===== config.mk =====
export PLATFORM = sky130hd
export DESIGN_NAME = timer_compare
export DESIGN_NICKNAME = d
export VERILOG_FILES = /design/src/core/timer_compare.v
export VERILOG_INCLUDE_DIRS = /design/src /design/src/core
export SDC_FILE = /design/constraint.sdc
export NUM_CORES = 1
export LEC_CHECK = 0
export BUFFER_PORTS_ARGS = -buffer_cell sky130_fd_sc_hd__buf_2
export CAP_MARGIN = 5
export CORE_MARGIN = 3
export CORE_UTILIZATION = 43
export DETAILED_ROUTE_END_ITERATION = 7
export GPL_TIMING_DRIVEN = 0
export HOLD_SLACK_MARGIN = 0.12
export PLACE_DENSITY = 0.66
export SKIP_LAST_GASP = 1
export SLEW_MARGIN = 20
export SYNTH_ARGS = -nofsm -noshare
export SYNTH_HDL_FRONTEND = slang
export SYNTH_SLANG_ARGS = --single-unit

===== constraint.sdc =====
create_clock -name aclk -period 2.77 [get_ports aclk]
set_input_delay 0.1385 -clock aclk [delete_from_list [all_inputs] [get_ports aclk]]
set_output_delay 0.1385 -clock aclk [all_outputs]
set_load 0.03 [all_outputs]

===== src/core/timer_compare_regs.vh =====
// Purpose: Register map, fields and constants of the 10-bit compare timer
// Assumes: AXI4-Lite byte addresses, one 32-bit word per register
// Notes:   Register index times four gives the byte address
// Function
// - Mode field: 00 compare, 01 capture, 10 PWM/pulse, 11 timer.
// - Compare mode A match: keep, drive low, drive high, or toggle output.
// - PWM mode pin field: inactive, active, PWM waveform, or single pulse.
// - Capture mode: rising, falling, both edges, or capture disabled.
// - Requested match level equal to initial level shows no pin change.
// - Counter-on rising edge returns compare output to its initial level.
// - Level bit: initial level in compare, active level in PWM/pulse.
// - Polarity bit inverts the output pin; no effect in capture or timer mode.
// - Swap bit selects which compare value sets period and which duty.
// - Clear select: A match, else P match or overflow when P zero.
// - Clear select ignored in PWM, single pulse and capture modes.
// - Counter reads as 10 bits split low byte and two high bits.
// - Compare-A is a read/write 10-bit pair, reset zero.
// - Clear select 0 raises both A and P flags on their matches.
// - Clear select 1 raises only the A flag, never the P flag.
// - Compare-A zero overflows at 3FF without raising the A flag.
// - In compare mode, of the A and P match events only A match changes the pin.
// - Timer/counter mode drives the pin low and leaves pin field unused.
// - Counter-on rise clears counter; fall stops and keeps value.
// - Pause high holds the counter; low resumes from held value.
// - Compare-P matches counter bits 9..7; zero means 1024 clocks.
`ifndef TIMER_COMPARE_REGS_VH
`define TIMER_COMPARE_REGS_VH
`define OFS_TIMER_CONTROL   6'h00
`define OFS_MODE_CONTROL    6'h04
`define OFS_COUNT_LOW       6'h08
`define OFS_COUNT_HIGH      6'h0C
`define OFS_COMPARE_A_LOW   6'h10
`define OFS_COMPARE_A_HIGH  6'h14
`define OFS_FLAGS           6'h18
`define CTL_PAUSE_BIT       7
`define CTL_ON_BIT          3
`define MODE_COMPARE        2'b00
`define MODE_CAPTURE        2'b01
`define MODE_PWM            2'b10
`define MODE_TIMER          2'b11
`define PIN_00              2'b00
`define PIN_01              2'b01
`define PIN_10              2'b10
`define PIN_11              2'b11
`define COUNT_MAX           10'h3FF
`define RESET_BYTE          8'h00
`define RESP_OKAY           2'b00
`define RESP_SLVERR         2'b10
`endif


===== src/core/timer_compare.v =====
// Purpose: 10-bit standard timer with compare, capture, PWM and pulse modes
// Assumes: AXI4-Lite slave, timer clock is aclk gated by clk_en
// Notes:   clk_en low freezes all state including the bus slave
`timescale 1ns/10ps
`include "timer_compare_regs.vh"
module timer_compare (
    input  wire        aclk,
    input  wire        aresetn,
    input  wire        clk_en,
    input  wire [5:0]  s_axi_awaddr,
    input  wire        s_axi_awvalid,
    output reg         s_axi_awready,
    input  wire [31:0] s_axi_wdata,
    input  wire [3:0]  s_axi_wstrb,
    input  wire        s_axi_wvalid,
    output reg         s_axi_wready,
    output reg  [1:0]  s_axi_bresp,
    output reg         s_axi_bvalid,
    input  wire        s_axi_bready,
    input  wire [5:0]  s_axi_araddr,
    input  wire        s_axi_arvalid,
    output reg         s_axi_arready,
    output reg  [31:0] s_axi_rdata,
    output reg  [1:0]  s_axi_rresp,
    output reg         s_axi_rvalid,
    input  wire        s_axi_rready,
    input  wire        capture_input_pin,
    output reg         timer_out_pin,
    output reg         match_a_flag,
    output reg         match_p_flag
);

reg  [7:0] timer_control_q;
reg  [7:0] mode_control_q;
reg  [9:0] count_q;
reg  [9:0] compare_a_value_q;
reg  [7:0] compare_a_buf_q;
reg        on_prev_q;
reg        cap_prev_q;
reg        level_q;
reg        pwm_q;
reg        aw_hold_q;
reg        w_hold_q;
reg  [5:0] aw_addr_q;
reg [31:0] w_data_q;
reg        w_lane0_q;

function sel_is_reg;
    input [5:0] a;
    begin
        sel_is_reg = (a[1:0] == 2'b00) && (a <= `OFS_FLAGS);
    end
endfunction

// ----------------------------------------------------------------------
// Field decode
// ----------------------------------------------------------------------
wire [1:0] mode_sel      = mode_control_q[7:6];
wire [1:0] pin_function  = mode_control_q[5:4];
wire       level_ctl     = mode_control_q[3];
wire       output_invert = mode_control_q[2];
wire       duty_swap     = mode_control_q[1];
wire       clear_source  = mode_control_q[0];
wire       counter_on    = timer_control_q[`CTL_ON_BIT];
wire       counter_pause = timer_control_q[`CTL_PAUSE_BIT];
wire [2:0] compare_p_value = timer_control_q[2:0];

wire on_rise  = counter_on & ~on_prev_q;
wire running  = counter_on & ~counter_pause & ~on_rise;
wire is_pwm   = (mode_sel == `MODE_PWM);
wire is_pulse = is_pwm && (pin_function == `PIN_11);
wire is_cap   = (mode_sel == `MODE_CAPTURE);

// Comparators sample the present count
wire match_a = running && (count_q == compare_a_value_q)
               && (compare_a_value_q != 10'h000);
wire match_p = running && (compare_p_value != 3'b000)
               && (count_q[9:7] == compare_p_value)
               && (count_q[6:0] == 7'h00);
wire overflow = running && (count_q == `COUNT_MAX);

// Clear source per mode
reg clear_now;
always @* begin
    clear_now = 1'b0;
    if (is_pwm && !is_pulse) begin
        clear_now = duty_swap ? match_a : (match_p ||
                    (compare_p_value == 3'b000 && overflow));
    end else if (is_cap) begin
        clear_now = match_p || (compare_p_value == 3'b000 && overflow);
    end else if (!is_pwm) begin
        if (clear_source)
            clear_now = match_a;
        else
            clear_now = match_p || (compare_p_value == 3'b000 && overflow);
    end
end

wire flag_p_evt = match_p && !(clear_source && !is_pwm && !is_cap);
wire cap_edge   = (pin_function == `PIN_00) ? (capture_input_pin & ~cap_prev_q)
                : (pin_function == `PIN_01) ? (~capture_input_pin & cap_prev_q)
                : (pin_function == `PIN_10) ? (capture_input_pin ^ cap_prev_q)
                : 1'b0;
wire do_capture = is_cap && counter_on && cap_edge;

// ----------------------------------------------------------------------
// Bus write decode
// ----------------------------------------------------------------------
wire aw_ok   = aw_hold_q || s_axi_awvalid;
wire w_ok    = w_hold_q || s_axi_wvalid;
wire [5:0]  wr_addr = aw_hold_q ? aw_addr_q : s_axi_awaddr;
wire [31:0] wr_data = w_hold_q ? w_data_q : s_axi_wdata;
wire        wr_lane = w_hold_q ? w_lane0_q : s_axi_wstrb[0];
wire wr_fire = aw_ok && w_ok && !s_axi_bvalid;
wire wr_en   = wr_fire && wr_lane && sel_is_reg(wr_addr);
wire wr_tc   = wr_en && wr_addr == `OFS_TIMER_CONTROL;
wire wr_mc   = wr_en && wr_addr == `OFS_MODE_CONTROL;
wire wr_al   = wr_en && wr_addr == `OFS_COMPARE_A_LOW;
wire wr_ah   = wr_en && wr_addr == `OFS_COMPARE_A_HIGH;
wire wr_fl   = wr_en && wr_addr == `OFS_FLAGS;

// ----------------------------------------------------------------------
// Counter, compare, capture and flags
// ----------------------------------------------------------------------
always @(posedge aclk) begin
    if (!aresetn) begin
        timer_control_q   <= `RESET_BYTE;
        mode_control_q    <= `RESET_BYTE;
        count_q           <= 10'h000;
        compare_a_value_q <= 10'h000;
        compare_a_buf_q   <= `RESET_BYTE;
        on_prev_q         <= 1'b0;
        cap_prev_q        <= 1'b0;
        match_a_flag      <= 1'b0;
        match_p_flag      <= 1'b0;
    end else if (clk_en) begin
        on_prev_q  <= counter_on;
        cap_prev_q <= capture_input_pin;
        if (on_rise)
            count_q <= 10'h000;
        else if (running)
            count_q <= clear_now ? 10'h000 : count_q + 10'h001;
        mode_control_q <= wr_mc ? wr_data[7:0] : mode_control_q;
        // Pulse ends on A match by clearing counter-on
        if (wr_tc)
            timer_control_q <= wr_data[7:0];
        else if (is_pulse && match_a)
            timer_control_q[`CTL_ON_BIT] <= 1'b0;
        if (wr_al)
            compare_a_buf_q <= wr_data[7:0];
        if (do_capture)
            compare_a_value_q <= count_q;
        else if (wr_ah)
            compare_a_value_q <= {wr_data[1:0], compare_a_buf_q};
        // Set wins over software clear
        if (match_a)
            match_a_flag <= 1'b1;
        else if (do_capture)
            match_a_flag <= 1'b1;
        else if (wr_fl && wr_data[0])
            match_a_flag <= 1'b0;
        if (flag_p_evt && !is_pulse)
            match_p_flag <= 1'b1;
        else if (wr_fl && wr_data[1])
            match_p_flag <= 1'b0;
    end
end

// ----------------------------------------------------------------------
// Output pin
// ----------------------------------------------------------------------
wire duty_hit = duty_swap ? match_p : match_a;
always @(posedge aclk) begin
    if (!aresetn) begin
        level_q       <= 1'b0;
        pwm_q         <= 1'b0;
        timer_out_pin <= 1'b0;
    end else if (clk_en) begin
        if (mode_sel == `MODE_COMPARE) begin
            if (on_rise)
                level_q <= level_ctl;
            else if (match_a) begin
                case (pin_function)
                    `PIN_01: level_q <= 1'b0;
                    `PIN_10: level_q <= 1'b1;
                    `PIN_11: level_q <= ~level_q;
                    default: level_q <= level_q;
                endcase
            end
        end
        // PWM active from period start until duty match
        if (on_rise || (running && clear_now))
            pwm_q <= 1'b1;
        else if (duty_hit)
            pwm_q <= 1'b0;
        case (mode_sel)
            `MODE_COMPARE: timer_out_pin <= level_q ^ output_invert;
            `MODE_PWM: begin
                case (pin_function)
                    `PIN_00: timer_out_pin <= ~level_ctl ^ output_invert;
                    `PIN_01: timer_out_pin <= level_ctl ^ output_invert;
                    `PIN_10: timer_out_pin <= (pwm_q ? level_ctl : ~level_ctl)
                                              ^ output_invert;
                    default: timer_out_pin <= (counter_on ? level_ctl
                                              : ~level_ctl) ^ output_invert;
                endcase
            end
            default: timer_out_pin <= 1'b0;
        endcase
    end
end

// ----------------------------------------------------------------------
// AXI4-Lite slave
// ----------------------------------------------------------------------
reg [31:0] rd_word;
always @* begin
    rd_word = 32'h0000_0000;
    case (s_axi_araddr)
        `OFS_TIMER_CONTROL:  rd_word = {24'h00_0000, timer_control_q};
        `OFS_MODE_CONTROL:   rd_word = {24'h00_0000, mode_control_q};
        `OFS_COUNT_LOW:      rd_word = {24'h00_0000, count_q[7:0]};
        `OFS_COUNT_HIGH:     rd_word = {30'h0000_0000, count_q[9:8]};
        `OFS_COMPARE_A_LOW:  rd_word = {24'h00_0000, compare_a_value_q[7:0]};
        `OFS_COMPARE_A_HIGH: rd_word = {30'h0000_0000, compare_a_value_q[9:8]};
        `OFS_FLAGS:          rd_word = {30'h0000_0000, match_p_flag,
                                        match_a_flag};
        default:             rd_word = 32'h0000_0000;
    endcase
end

always @(posedge aclk) begin
    if (!aresetn) begin
        s_axi_awready <= 1'b0;
        s_axi_wready  <= 1'b0;
        s_axi_bvalid  <= 1'b0;
        s_axi_bresp   <= `RESP_OKAY;
        s_axi_arready <= 1'b0;
        s_axi_rvalid  <= 1'b0;
        s_axi_rresp   <= `RESP_OKAY;
        s_axi_rdata   <= 32'h0000_0000;
        aw_hold_q     <= 1'b0;
        w_hold_q      <= 1'b0;
        aw_addr_q     <= 6'h00;
        w_data_q      <= 32'h0000_0000;
        w_lane0_q     <= 1'b0;
    end else if (clk_en) begin
        s_axi_awready <= 1'b0;
        s_axi_wready  <= 1'b0;
        s_axi_arready <= 1'b0;
        if (s_axi_bvalid && s_axi_bready)
            s_axi_bvalid <= 1'b0;
        if (wr_fire) begin
            s_axi_awready <= !aw_hold_q;
            s_axi_wready  <= !w_hold_q;
            aw_hold_q     <= 1'b0;
            w_hold_q      <= 1'b0;
            s_axi_bvalid  <= 1'b1;
            s_axi_bresp   <= sel_is_reg(wr_addr) ? `RESP_OKAY : `RESP_SLVERR;
        end else begin
            if (s_axi_awvalid && !aw_hold_q && !s_axi_awready) begin
                s_axi_awready <= 1'b1;
                aw_hold_q     <= 1'b1;
                aw_addr_q     <= s_axi_awaddr;
            end
            if (s_axi_wvalid && !w_hold_q && !s_axi_wready) begin
                s_axi_wready <= 1'b1;
                w_hold_q     <= 1'b1;
                w_data_q     <= s_axi_wdata;
                w_lane0_q    <= s_axi_wstrb[0];
            end
        end
        if (s_axi_rvalid && s_axi_rready)
            s_axi_rvalid <= 1'b0;
        else if (s_axi_arvalid && !s_axi_rvalid && !s_axi_arready) begin
            s_axi_arready <= 1'b1;
            s_axi_rvalid  <= 1'b1;
            s_axi_rdata   <= rd_word;
            s_axi_rresp   <= sel_is_reg(s_axi_araddr) ? `RESP_OKAY
                                                      : `RESP_SLVERR;
        end
    end
end

endmodule


### After elaboration in Yosys (flattened, before gate mapping)

Cells that the tools add are included.

* add/subtract/negate cells: 1
* $lt $le $gt $ge: 2
* equal/unequal tests: 18
* multiplexer cells: 50
* bitwise logic cells: 20
* reductions and logical operators: 93

Operators with widths (count)
* $pmux W8 S7: 1
* $mux W10: 5
* $logic_and A1 B1 Y1: 38
* $mux W1: 37
* $eq A6 B5 Y1 const B: 6
* $reduce_and A2 Y1: 14
* $reduce_bool A2 Y1: 10
* $eq A6 B3 Y1 const B: 2
* $eq A6 B4 Y1 const B: 2
* $le A6 B5 Y1 const B: 2
* $logic_not A6 Y1: 2
* $logic_not A1 Y1: 11
* $add A10 B1 Y10 const B: 1
* $eq A10 B10 Y1: 1
* $eq A10 B10 Y1 const B: 1
* $reduce_bool A10 Y1: 1
* $not A1 Y1: 9
* $reduce_and A3 Y1: 3
* $logic_not A2 Y1: 4
* $mux W8: 1
* $logic_not A7 Y1: 1
* $eq A2 B2 Y1 const B: 3
* $mux W6: 1
* $pmux W1 S3: 2
* other kinds (11): 26

* flip-flop bits (word level): 109
* output and inout port bits: 44
* logic and storage cells: 210

### Longest topological paths before layout

* depth in word-level cells: 16
* depth in mapped cells: 9
* mapped depth without buffers: 8

### Worst setup path after synthesis

Ideal clock, no wire load.

* path type: reg2reg
* from: register mode_control_q[4]
* to: register count_q[1]
* library setup time: 128 ps
* data arrival time: 1851 ps
* required time: 2642 ps
* path slack: 791 ps
* stages on the path, launching flop included: 9
* buffers on the path: 1
* cells stage by stage: dfxtp_1 > ha_1 > or3_1 > a311oi_1 > and3_1 > a31oi_1 > buf_6 > a32oi_1 > nor2_1

* longest elaborated chain between the ends: 8

RTL lines
* from (decl): RTL line timer_compare.v:34 `reg [7:0] mode_control_q;`
* from (signal assigned): RTL line timer_compare.v:128 `` mode_control_q <= `RESET_BYTE; ``
* from (signal assigned): RTL line timer_compare.v:143 `mode_control_q <= wr_mc ? wr_data[7:0] : mode_control_q;`
* $eq A2 B2 Y1
* $logic_and A1 B1 Y1: RTL line timer_compare.v:71 `` wire is_pulse = is_pwm && (pin_function == `PIN_11); ``
* $logic_not A1 Y1: RTL line timer_compare.v:86 `if (is_pwm && !is_pulse) begin`
* $logic_and A1 B1 Y1: RTL line timer_compare.v:86
* $mux W1: RTL line timer_compare.v:86
* $mux W10: RTL line timer_compare.v:142 `count_q <= clear_now ? 10'h000 : count_q + 10'h001;`
* $mux W10: RTL line timer_compare.v:141 `else if (running)`
* $mux W10: RTL line timer_compare.v:139 `if (on_rise)`
* to (signal assigned): RTL line timer_compare.v:142
* to (decl): RTL line timer_compare.v:35 `reg [9:0] count_q;`

Every way passes these cells. The select of a mux whose other input is x is not followed.
A chain may end at the register's enable or synchronous reset.

### Worst setup path after layout

* from: register count_q[6]
* to: register level_q

* longest elaborated chain between the ends: 5

RTL lines
* $eq A10 B10 Y1: RTL line timer_compare.v:75 `wire match_a = running && (count_q == compare_a_value_q)`
* $logic_and A1 B1 Y1: RTL line timer_compare.v:75
* $logic_and A1 B1 Y1: RTL line timer_compare.v:76 `&& (compare_a_value_q != 10'h000);`
* $reduce_bool A2 Y1 (no line)
* $reduce_and A4 Y1 (no line)
* to (signal assigned): RTL line timer_compare.v:181 `level_q <= level_ctl;`
* to (signal assigned): RTL line timer_compare.v:186 `` `PIN_11: level_q <= ~level_q; ``
* to (signal assigned): RTL line timer_compare.v:187 `default: level_q <= level_q;`
* to (decl): RTL line timer_compare.v:40 `reg level_q;`

Every way passes these cells.

==> parameters.txt <==
Parameter                              Value

Yosys
  Number of flops mapped to enable cells by yosys    0
  Synth cell types    78
  Number of register bits inferred by synthesis    83
  Mean instance size in the synthesized netlist    just under 9 um^2
  Cell area after technology mapping    4830 um^2
  Most common flop cell mapped by yosys    sky130_fd_sc_hd__dfxtp_1
  Share of synthesized area occupied by flip-flops and latches    0.344
  Post-synthesis instance total    about 550
  Async set-reset flop share out of synthesis    0
  Total of warnings raised by yosys    0

Global routing
  Largest net degree at the start of global routing    14
  Global-route wire length before repair    roughly 22000 um
  Antenna violations before repair    0
  Gr ovfl total    0
  Vias in the first global route    roughly 4300
  Overall global routing resource usage    0.215

STA
  Max-Slew Margin vs Limit    0.467
  Final worst path period need    ~2.5 ns
  Final worst path period share    0.913
  Final setup violating endpoints    0
  Maximum achievable frequency    a little under 400 MHz
  Transition time at the pin with the least slew margin    just under 0.8 ns
  Fin worst setup slack    0.241 ns
  Setup repair after global routing missed its margin    false
  Final Skew    ~0.0074 ns
  Setup_tns    0 ns
  Hold Violations, Final    0
  Fin. max-slew vios    0

Power and ir drop
  Static leakage power    2.31 nW
  Pwr Density    slightly below 500 nW/um^2
  Maximum resistive drop on vdd    between 0.3 and 0.4 mV

Place
  Detailed placement HPWL    around 10000 um
  Routability congestion estimate from global placement    0.899
  DP Cell Count    between 700 and 800
  DP Worst Slack    0.275 ns
  Count of buffers inserted at the top-level ports    46

Clock tree
  CTS clock-pin slew for the worst setup and hold paths    roughly 0.06 ns
  Insertion delay of the later-clocked pin in the worst-skew pair    about 0.34 ns
  TritonCTS buffer count    9
  Number of gates given a new drive strength after cts    0
  CTS Root Cell    sky130_fd_sc_hd__clkbuf_16
  CTS tree    built
  Number of sinks driven by the clock tree    83
  Maximum buffer depth of the clock tree    2
  Number of H-tree levels    3

Cells and area
  Share of post-route cells with drive strength above 1    0.211
  Total Nets Final    717
  Most frequent cells in the layout    83 x sky130_fd_sc_hd__dfxtp_1, 72 x sky130_fd_sc_hd__nor2_1, 57 x sky130_fd_sc_hd__buf_2, 43 x sky130_fd_sc_hd__mux2i_1, 36 x sky130_fd_sc_hd__nand2_1
  Multi-input gate area    approximately 2800 um^2
  Most frequent standard cell in the layout excluding fill and tap cells    sky130_fd_sc_hd__dfxtp_1
  Non-filler instance count after layout    between 700 and 800
  Antenna diodes    0
  Footprint of the flip-flops and latches    approximately 1700 um^2
  Share of the core filled with cells in the final layout    0.532
  Fill cell count    approximately 1000
  Area growth from synthesis to layout    20.4%

Die
  Overall die height    about 110 um
  Core Rows    38
  Initial Utilization    0.442
  Core area    10900 um^2
  Number of placed I/O pins    roughly 100
  Width of the chip    about 110 um
  Area of the die    between 10000 and 15000 um^2

Setup path
  Endpoint arrival time on the critical path    about 2.8 ns
  Kind of start point of the critical path    register
  Launch instance of the worst register-to-register path    count_q[6]
  Required @ worst endpoint    between 3 and 4 ns
  Critical path capture point type    register
  Launching instance or port of the critical path    count_q[6]
  Startpoint-to-endpoint class of the critical path    register to register
  Biggest fanout along the worst timing path    8

Drt
  Average detailed-routed wire length per instance    approximately 17 um
  DRC violations left    0
  Wire length after detailed routing    between 10000 and 15000 um
  DRC marker count from the first detailed-route iteration    about 220
  Vias/cell    roughly 5.5
  Via total after detailed routing    4410
  Drt first pass iters    5
  Final ANT Viol Nets    0

Run
  Max_cap viols    0

Worst hold path
  Classification of the worst-slack hold path    primary input to register
  Beginning of the worst hold path    aresetn

Status
  Result of the run    finished, final reports clean
==> what timing repair did <==
item	4_1_cts	5_1_grt
buffers inserted	0	0
hold endpoints to repair	18	0
hold buffers	18	0
==> synthesized netlist by cell type (3+ instances only) <==
| cell type | n | area (um^2) |
|---|---|---|
| sky130_fd_sc_hd__dfxtp_1 | 83 | 1660 |
| sky130_fd_sc_hd__nor2_1 | 72 | 270 |
| sky130_fd_sc_hd__mux2i_1 | 43 | 430 |
| sky130_fd_sc_hd__nand2_1 | 36 | 135 |
| sky130_fd_sc_hd__a211oi_1 | 33 | 248 |
| sky130_fd_sc_hd__buf_4 | 28 | 210 |
| sky130_fd_sc_hd__a21oi_1 | 24 | 120 |
| sky130_fd_sc_hd__o21ai_0 | 18 | 90.1 |
| sky130_fd_sc_hd__inv_1 | 15 | 56.3 |
| sky130_fd_sc_hd__clkbuf_1 | 14 | 52.6 |
| sky130_fd_sc_hd__nand3_1 | 14 | 70.1 |
| sky130_fd_sc_hd__xnor2_1 | 12 | 105 |
| sky130_fd_sc_hd__buf_2 | 11 | 55.1 |
| sky130_fd_sc_hd__nand4_1 | 10 | 62.6 |
| sky130_fd_sc_hd__a22oi_1 | 8 | 60.1 |
| sky130_fd_sc_hd__ha_1 | 8 | 100 |
| sky130_fd_sc_hd__a31oi_1 | 7 | 43.8 |
| sky130_fd_sc_hd__buf_6 | 6 | 67.6 |
| sky130_fd_sc_hd__nor3_1 | 6 | 30.0 |
| sky130_fd_sc_hd__nor4_1 | 6 | 37.5 |
| sky130_fd_sc_hd__and2_1 | 5 | 31.3 |
| sky130_fd_sc_hd__mux2_2 | 5 | 56.3 |
| sky130_fd_sc_hd__nor2b_1 | 5 | 31.3 |
| sky130_fd_sc_hd__o2111ai_1 | 5 | 43.8 |
| sky130_fd_sc_hd__nand2b_1 | 4 | 25.0 |
| sky130_fd_sc_hd__nor3b_1 | 4 | 30.0 |
| sky130_fd_sc_hd__a2bb2oi_1 | 3 | 26.3 |
| sky130_fd_sc_hd__and3_1 | 3 | 18.8 |
| sky130_fd_sc_hd__or3_1 | 3 | 18.8 |
==> critical path: stages, from the launching register on <==
cell                        delay [ns]
sky130_fd_sc_hd__dfxtp_1          0.30
sky130_fd_sc_hd__clkbuf_1         0.34
sky130_fd_sc_hd__xnor2_1          0.20
sky130_fd_sc_hd__nand3_1          0.11
sky130_fd_sc_hd__nor4_1           0.67
sky130_fd_sc_hd__o21ai_1          0.18
sky130_fd_sc_hd__a2111oi_2        0.43
sky130_fd_sc_hd__mux2i_1          0.22
==> cell families (layout without fill, tap and decap cells) <==
family,after synthesis,in the layout,share of synthesized area
AOI/OAI and AO/OA,124,124,0.186
xor gates and xnor gates,13,13,0.0251
adders and majority gates,8,8,0.0207
buffers and inverters,79,157,0.0996
DFF,83,83,0.344
muxes,51,51,0.113
other,1,26,0.000776
and+or+nand+nor,193,193,0.211
==> sequential cells by signal (all words and copies together), names as in the netlist, 6 cells and up <==
name / flops
s_axi_rdata: 8
mode_control_q: 8
compare_a_buf_q: 8
timer_control_q: 8
aw_addr_q: 6
compare_a_value_q: 10
count_q: 10
w_data_q: 8
==> final timing paths <==
check                           slack, ns  cells past startpoint       endpoint
worst min-delay path                 0.14                      3     count_q[5]
worst max register to register       0.24                      7        level_q
worst max-delay path                 0.24                      7        level_q
worst min register to register       0.47                      2  s_axi_arready
==> per-stage QoR <==
step | instance area (um^2) | hold slack, ns | total power [mW]
floorplan | 4930 | 0.282 | 1.49
global placement | 5330 | 0.388 | 1.57
detailed placement | 5330 | 0.398 | 1.57
CTS | 5820 | 0.130 | 2.85
global route | 5820 | 0.145 | 2.92
finish | 5820 | 0.138 | 2.84
==> routing by layer <==
metal,track usage,up-vias,part of all wire
li1,-,2133,-
met1,0.273,2078,0.43
met5,0,-,0
met4,0.122,0,0.042
met3,0.0307,37,0.057
met2,0.350,162,0.47
==> power by group <==
group | internal [mW] | switching [mW]
logic | 0.127 | 0.214
registers | 1.21 | 0.0141
clock network | 0.778 | 0.492
==> final cells by class <==
cell class              count  share of cell area
plain buffers              63              0.0725
repair buffers             64              0.0705
well taps                 140              0.0301
clock inverters             5              0.0138
clock buffers               9              0.0387
multi-input cells         415               0.479
inverters                  16              0.0103
flip-flops and latches     83               0.286
Note: power is estimated with default switching activity, not from simulation.
